**src/design/exec_pkg.sv**
```systemverilog
// Shared constants for the jump, increment and literal-OR executor
package exec_pkg;
	// Bus geometry
	localparam int               ADDR_W        = 12;
	localparam int               DATA_W        = 32;
	// Register byte offsets
	localparam logic [11:0]      OFS_INSTR     = 12'h000;
	localparam logic [11:0]      OFS_ACC       = 12'h004;
	localparam logic [11:0]      OFS_PAGE      = 12'h008;
	localparam logic [11:0]      OFS_PC        = 12'h00C;
	localparam logic [11:0]      OFS_STATUS    = 12'h010;
	localparam logic [11:0]      OFS_CYCLES    = 12'h014;
	// File window: 0x200..0x3FC, one word per file register
	localparam logic [2:0]       FILE_WIN_SEL  = 3'h1;
	localparam int               FILE_WIN_HI   = 11;
	localparam int               FILE_WIN_LO   = 9;
	// Field layouts
	localparam int               INSTR_W       = 14;
	localparam int               PC_W          = 13;
	localparam int               PAGE_W        = 5;
	localparam int               JUMP_K_W      = 11;
	localparam int               STAT_ZERO_BIT = 0;
	localparam int               STAT_BUSY_BIT = 1;
	localparam int               DEST_BIT      = 7;
	localparam int               OPC_HI        = 13;
	localparam int               JUMP_OPC_LO   = 11;
	localparam int               OPC_LO        = 8;
	localparam int               LIT_HI        = 7;
	localparam int               FIDX_HI       = 6;
	localparam int               FIDX_ADDR_HI  = 8;
	localparam int               FIDX_ADDR_LO  = 2;
	localparam int               PAGE_SEL_HI   = 4;
	localparam int               PAGE_SEL_LO   = 3;
	// Opcode patterns
	localparam logic [2:0]       OPC_JUMP      = 3'h5;
	localparam logic [5:0]       OPC_INC_SKIP  = 6'h0F;
	localparam logic [5:0]       OPC_INC_FILE  = 6'h0A;
	localparam logic [5:0]       OPC_OR_LIT    = 6'h38;
	// Reset values
	localparam logic [7:0]       ACC_RST       = 8'h00;
	localparam logic [PC_W-1:0]  PC_RST        = 13'h0000;
	localparam logic [4:0]       PAGE_RST      = 5'h00;
	localparam logic [13:0]      INSTR_RST     = 14'h0000;
	// Executor states
	typedef enum logic [2:0]
	{
		ST_IDLE  = 3'b001,
		ST_EXEC  = 3'b010,
		ST_FLUSH = 3'b100
	} exec_state_e;
endpackage : exec_pkg

```
**src/design/branch_increment_or_exec.sv**
```systemverilog
// Executor for jump, increment(-skip) and literal-OR with an APB register file
//
// Behaviour
// - Jump loads 11-bit immediate into low PC
// - Jump fills PC upper bits from page latch
// - Jump is one word, two cycles
// - Increment-skip adds one, routes by destination bit
// - Zero result flushes next instruction as no-op
// - Plain increment routes sum, updates zero, one cycle
// - Literal-OR into accumulator, updates zero, one cycle
//
// Register access over APB and the register offsets were chosen for this implementation.
`timescale 1ns/10ps
`default_nettype none
module branch_increment_or_exec
#(
	parameter int FILE_DEPTH = 128
)
(
	input  wire logic                        core_clk,
	input  wire logic                        rst,
	input  wire logic                        psel,
	input  wire logic                        penable,
	input  wire logic                        pwrite,
	input  wire logic [exec_pkg::ADDR_W-1:0] paddr,
	input  wire logic [exec_pkg::DATA_W-1:0] pwdata,
	output var  logic [exec_pkg::DATA_W-1:0] prdata,
	output var  logic                        pready,
	output var  logic                        pslverr
);
	import exec_pkg::*;

	// Elaboration check: the file index is seven bits wide
	if (FILE_DEPTH != 128)
	begin : g_bad_depth
		$error("FILE_DEPTH must be 128");
	end

	////////////////////////////////////////////////////////////////////////
	// State
	exec_state_e          state;
	exec_state_e          next_state;
	logic [INSTR_W-1:0]   instr;
	logic [7:0]           acc;
	logic [PAGE_W-1:0]    page_latch;
	logic [PC_W-1:0]      pc;
	logic                 zero;
	logic [31:0]          cycles;
	logic [7:0]           file_mem [FILE_DEPTH];

	////////////////////////////////////////////////////////////////////////
	// Bus decode
	wire                  xfer      = psel & penable & pready;
	wire                  wr        = xfer & pwrite;
	wire                  idle      = (state == ST_IDLE);
	wire                  sel_file  = (paddr[FILE_WIN_HI:FILE_WIN_LO] == FILE_WIN_SEL);
	wire [FIDX_HI:0]      file_idx  = paddr[FIDX_ADDR_HI:FIDX_ADDR_LO];
	wire                  wr_instr  = wr & (paddr == OFS_INSTR);
	wire                  wr_acc    = wr & (paddr == OFS_ACC);
	wire                  wr_page   = wr & (paddr == OFS_PAGE);
	wire                  wr_pc     = wr & (paddr == OFS_PC);
	wire                  wr_status = wr & (paddr == OFS_STATUS);
	wire                  wr_file   = wr & sel_file;

	////////////////////////////////////////////////////////////////////////
	// Instruction decode and datapath
	wire                  is_jump   = (instr[OPC_HI:JUMP_OPC_LO] == OPC_JUMP);
	wire                  is_incs   = (instr[OPC_HI:OPC_LO] == OPC_INC_SKIP);
	wire                  is_increment_file   = (instr[OPC_HI:OPC_LO] == OPC_INC_FILE);
	wire                  is_or     = (instr[OPC_HI:OPC_LO] == OPC_OR_LIT);
	wire                  to_file   = instr[DEST_BIT];
	wire [7:0]            fval      = file_mem[instr[FIDX_HI:0]];
	wire [7:0]            inc_sum   = fval + 8'h01;                 // Wraps 0xFF to 0x00
	wire [7:0]            or_res    = acc | instr[LIT_HI:0];
	wire                  exec      = (state == ST_EXEC);
	wire                  do_inc    = exec & (is_incs | is_increment_file);
	wire                  skip      = exec & is_incs & (inc_sum == 8'h00);
	wire [PC_W-1:0]       pc_inc    = pc + 13'h0001;
	wire [1:0]            page_bits = page_latch[PAGE_SEL_HI:PAGE_SEL_LO];
	wire [PC_W-1:0]       jump_pc   = {page_bits, instr[JUMP_K_W-1:0]};

	////////////////////////////////////////////////////////////////////////
	// Sequencer: jump and taken skip spend a second cycle on a no-op
	always_comb
	begin
		next_state = state;
		case (state)
			ST_IDLE:  next_state = wr_instr ? ST_EXEC : ST_IDLE;
			ST_EXEC:  next_state = (is_jump | skip) ? ST_FLUSH : ST_IDLE;
			ST_FLUSH: next_state = ST_IDLE;
			default:  next_state = ST_IDLE;
		endcase
	end

	always_ff @(posedge core_clk)
	begin
		if (rst)
			state <= ST_IDLE;
		else
			state <= next_state;
	end

	// Instruction latch; issue only lands while idle since busy stalls the bus
	always_ff @(posedge core_clk)
	begin
		if (rst)
			instr <= INSTR_RST;
		else if (wr_instr)
			instr <= pwdata[INSTR_W-1:0];
	end

	// Program counter; the flushed slot still advances past the skipped word
	always_ff @(posedge core_clk)
	begin
		if (rst)
			pc <= PC_RST;
		else if (exec && is_jump)
			pc <= jump_pc;
		else if (exec || (state == ST_FLUSH && is_incs))
			pc <= pc_inc;
		else if (wr_pc)
			pc <= pwdata[PC_W-1:0];
	end

	// Accumulator
	always_ff @(posedge core_clk)
	begin
		if (rst)
			acc <= ACC_RST;
		else if (exec && is_or)
			acc <= or_res;
		else if (do_inc && !to_file)
			acc <= inc_sum;
		else if (wr_acc)
			acc <= pwdata[7:0];
	end

	// Zero flag: hardware update wins over a software write
	always_ff @(posedge core_clk)
	begin
		if (rst)
			zero <= 1'b0;
		else if (exec && is_or)
			zero <= (or_res == 8'h00);
		else if (exec && is_increment_file)
			zero <= (inc_sum == 8'h00);
		else if (wr_status)
			zero <= pwdata[STAT_ZERO_BIT];
	end

	// Page latch and cycle counter
	always_ff @(posedge core_clk)
	begin
		if (rst)
		begin
			page_latch <= PAGE_RST;
			cycles     <= 32'h0000_0000;
		end
		else
		begin
			if (wr_page)
				page_latch <= pwdata[PAGE_W-1:0];
			if (!idle)
				cycles <= cycles + 32'h0000_0001;
		end
	end

	// File registers: execution and bus never write in the same cycle
	always_ff @(posedge core_clk)
	begin
		if (do_inc && to_file)
			file_mem[instr[FIDX_HI:0]] <= inc_sum;
		else if (wr_file)
			file_mem[file_idx] <= pwdata[7:0];
	end

	////////////////////////////////////////////////////////////////////////
	// Read mux; unmapped offsets answer zero with an error
	logic [DATA_W-1:0] next_prdata;
	logic              next_err;
	always_comb
	begin
		next_prdata = '0;
		next_err    = 1'b0;
		if (paddr == OFS_INSTR)
			next_prdata[INSTR_W-1:0] = instr;
		else if (paddr == OFS_ACC)
			next_prdata[7:0] = acc;
		else if (paddr == OFS_PAGE)
			next_prdata[PAGE_W-1:0] = page_latch;
		else if (paddr == OFS_PC)
			next_prdata[PC_W-1:0] = pc;
		else if (paddr == OFS_STATUS)
		begin
			next_prdata[STAT_ZERO_BIT] = zero;
			next_prdata[STAT_BUSY_BIT] = !idle;
		end
		else if (paddr == OFS_CYCLES)
			next_prdata = cycles;
		else if (sel_file)
			next_prdata[7:0] = file_mem[file_idx];
		else
			next_err = 1'b1;
	end

	// Registered answer, held back while an instruction is running
	always_ff @(posedge core_clk)
	begin
		if (rst)
		begin
			pready  <= 1'b0;
			prdata  <= '0;
			pslverr <= 1'b0;
		end
		else
		begin
			pready  <= psel & penable & !pready & idle;
			prdata  <= next_prdata;
			pslverr <= next_err;
		end
	end
endmodule // branch_increment_or_exec
`default_nettype wire

```
**config.mk**
```make
export PLATFORM = sky130hd
export DESIGN_NAME = branch_increment_or_exec
export DESIGN_NICKNAME = d
export VERILOG_FILES = /design/src/design/exec_pkg.sv /design/src/design/branch_increment_or_exec.sv
export SDC_FILE = /design/constraint.sdc
export NUM_CORES = 2
export LEC_CHECK = 0
export BUFFER_PORTS_ARGS = -buffer_cell sky130_fd_sc_hd__buf_2
export CORE_ASPECT_RATIO = 0.75
export CORE_MARGIN = 8
export CORE_UTILIZATION = 58
export CTS_BUF_LIST = sky130_fd_sc_hd__clkbuf_8
export CTS_CLUSTER_DIAMETER = 40
export DETAILED_ROUTE_END_ITERATION = 8
export PLACE_DENSITY = 0.74
export REMOVE_ABC_BUFFERS = 1
export SYNTH_ARGS = -nofsm -noshare
export SYNTH_HDL_FRONTEND = slang
export SYNTH_SLANG_ARGS = --single-unit
export TNS_END_PERCENT = 5
```
**constraint.sdc**
```tcl
create_clock -name core_clk -period 16.4 [get_ports core_clk]
set_clock_uncertainty 0.05 [all_clocks]
set_input_delay 2.46 -clock core_clk [delete_from_list [all_inputs] [get_ports core_clk]]
set_output_delay 2.46 -clock core_clk [all_outputs]
set_load 0.02 [all_outputs]
```
==> impl_metrics.toml <==
[power_and_ir_drop]
seq_power_share_pct = 54.9
finalPower_mw = 5.68
power.density_nw_per_um2 = 97.4
p_sw_mw = 1.27
p_leak_nw = 18.0
swShare_pct = 22.4
clkPwrFrac_pct = 41.2
peakVddDrop_v = 0.0000826
power_frac_comb_pct = 3.9
internal_power_mw = 4.41

[die]
core_area_um2 = 91500
io_pins = 83
initial_core_util_pct = 58.5
dieArea_um2 = 102000
die_w_um = 367
num_rows = 96
die_y_um = 279

[place]
portBuffers = 64
dp_hpwl_um = 101000
place_area_um2 = 55000
place.gp.congestion = 0.968
dp.cells = 4048

[cells_and_area]
nFillCells = 6231
regArea_um2 = 33100
stdcell_count = 4371
final_nets = 3053
fin_util_pct = 63.8
syn_to_final_growth_pct = 9.03
post-route-cell-area_um2 = 58400
drive_above_1_share_pct = 32.1
multi_input_area_um2 = 19400

[detailed_routing]
first_pass_iters = 6
wl_per_cell_um = 36.1
drtAntennaViolNets = 0
drt_wl_total_um = 158000
route.detailed.drc = 0
via_per_inst = 7.30
drtIter0Drc = 4852
vias = 31930

[worst_setup_path]
end_kind = "flip-flop"
reg2regPathDepth = 11
critPathSlowestCell = "nor2b_2"
worstSetupStartpointType = "flip-flop"
worst_path_most_repeated_cell = "buf_4"
cpLargestDelayFamily = "buffers and inverters"
worst-path-buf-inv = 3
critPathRequiredTime_ns = 16.86
path_class = "reg2reg"
reg2reg_to = "file_mem[97][7]"
worst_ep_arrival_time_ns = 7.87
crit_chain = "buf_4, buf_12, nor2b_2, a21oi_1, a22oi_1, a221oi_1, nor4_1, nor3_1, xor2_1, o21ai_4, buf_4"
max_stage_delay_ns = 1.14
cp_max_fo = 112
reg2reg_setup_slack_ns = 8.99

[timing]
period_share_pct = 45.2
max_freq_mhz = 135
tightest_slew_ns = 1.39
relSlewSlack_pct = 6.84
fin_setup_tns_ns = 0
drv_slew = 0
setup_viol = 0
rsz0062_at_grt = "false"
period_minus_slack_ns = 7.41
finalHoldViolations = 0

[clocking]
clock_sinks = 1141
cts_setup_buffers = 0
cts_resized = 0
htree_levels = 4
clock_path_buffers = 3
clock_latency_ns = 0.90
ctsHoldBuffers = 0
cts-root-buf = "clkbuf_8"
cts_tree = "built"
clk_pin_slew_ns = 0.06
cts_buffers = 175

[grt]
gr-usage-all-layers_pct = 30.7
grt_pass1_vias = 31930
grt.overflow.total = 0
grt_start_max_net_pins = 135
grt_pass1_wl_um = 227000
antenna_found_initial = 9

[flow_run]
maxCapViolations = 0

[min_path]
hold_class = "reg2reg"
hp-start = "pready"
hold-path-endpoint = "pready"
whs_path_depth = 1

[yosys]
yosys_warnings = 0
synthArstFlopShare_pct = 0
synth_area_um2 = 53500
seq_area_frac_synth_pct = 61.8
synth-edff-count = 1024
synth_cell_types = 73
syn_avg_cell_area_um2 = 18.4
synthCells = 2917
synthFlopType = "edfxtp_1"
synth_seq_cells = 1141

[run_status]
outcome = "finished, final reports clean"
[area by class of cell]
type	count	share of cell area (%)
sequential	1141	56.7
multi-input combinational	1537	33.2
clock buffer	185	4.36
tap	1225	2.63
clock inverter	134	1.47
timing repair buffer	123	1.41
inverter	22	0.146
antenna	4	0.0171
[kinds of logic after synthesis]
kind of cell | share of synthesized area, %
AND/OR/NAND/NOR | 4.51
adder cells (fa/ha/maj) | 0.0935
XOR/XNOR | 0.654
flip-flops | 61.8
multiplexers | 27.8
AO/OA/AOI/OAI | 2.99
buffers and inverters | 2.11
[synthesized netlist by cell type (14+ instances only)]
cell type  instances  share of area (%)
a211oi_1          34               0.48
a21oi_1           52               0.49
a221oi_1          15               0.25
a22oi_1           19               0.27
and3_1            23               0.27
buf_1             41               0.29
buf_2             21               0.20
buf_4             22               0.31
buf_6             16               0.34
clkbuf_1         116               0.81
dfxtp_1          117                4.4
edfxtp_1        1024                 57
inv_1             17               0.12
mux2i_1           98                1.8
mux4_2           611                 26
nand2_1          114               0.80
nand3_1           34               0.32
nor2_1           251                1.8
nor3_1            24               0.22
o21ai_0           22               0.21
o22ai_1           14               0.16
xnor2_1           15               0.25
xor2_1            25               0.41
[worst max-delay path by stage]
stage                             endpoint  depth (start not counted)
after floorplan             file_mem[0][2]                          8
after global placement           prdata[5]                         10
after detailed placement         prdata[5]                         10
after CTS                  file_mem[33][7]                         11
after global routing      file_mem[103][7]                         11
final                      file_mem[97][7]                         11
[power groups by stage]
stage / combinational (mW) / sequential, mW / clock [mW]
detailed placement: 0.215 / 3.18 / 0
CTS: 0.216 / 3.12 / 2.36
global route: 0.226 / 3.12 / 2.48
global placement: 0.213 / 3.18 / 0
floorplan: 0.108 / 3.18 / 0
finish: 0.220 / 3.12 / 2.34
[per-layer routing]
| metal | global-route usage (%) | share of wire [%] |
|---|---|---|
| met5 | 0.469 | 0.056 |
| met1 | 42.4 | 36 |
| met3 | 11.6 | 15 |
| met2 | 44.7 | 44 |
| met4 | 11.9 | 4.0 |
[metrics by stage]
step | setup slack [ns] | hold WS, ns
after CTS | 9.15 | 0.430
after global placement | 9.02 | 0.404
after global routing | 8.59 | 0.450
after floorplan | -0.0384 | 0.406
final | 8.99 | 0.435
after detailed placement | 9.03 | 0.422
[state kept, by name, indices dropped and copies added, names as in the netlist, named ones only]
register / flops
pready: 1
prdata: 32
pslverr: 1
file_mem: 1024
page_latch: 5
zero: 1
cycles: 32
state: 3
acc: 8
instr: 14
pc: 13
[placed cells by master, fill, tap and decap left out, types with 13 or more instances in the layout]
master / n
nand3_1: 34
dfxtp_1: 113
buf_4: 58
or3_1: 13
mux2i_1: 98
o21ai_0: 21
a221oi_1: 15
a22oi_1: 19
and3_1: 23
nand2_1: 111
xor2_1: 25
buf_2: 60
nor3_1: 22
nor2_1: 251
clkinv_1: 42
edfxtp_1: 1024
clkbuf_8: 185
clkinv_2: 23
o22ai_1: 14
a211oi_1: 34
xnor2_1: 15
a21oi_1: 50
mux4_2: 611
inv_1: 60
Power figures use the tool's default switching activity.
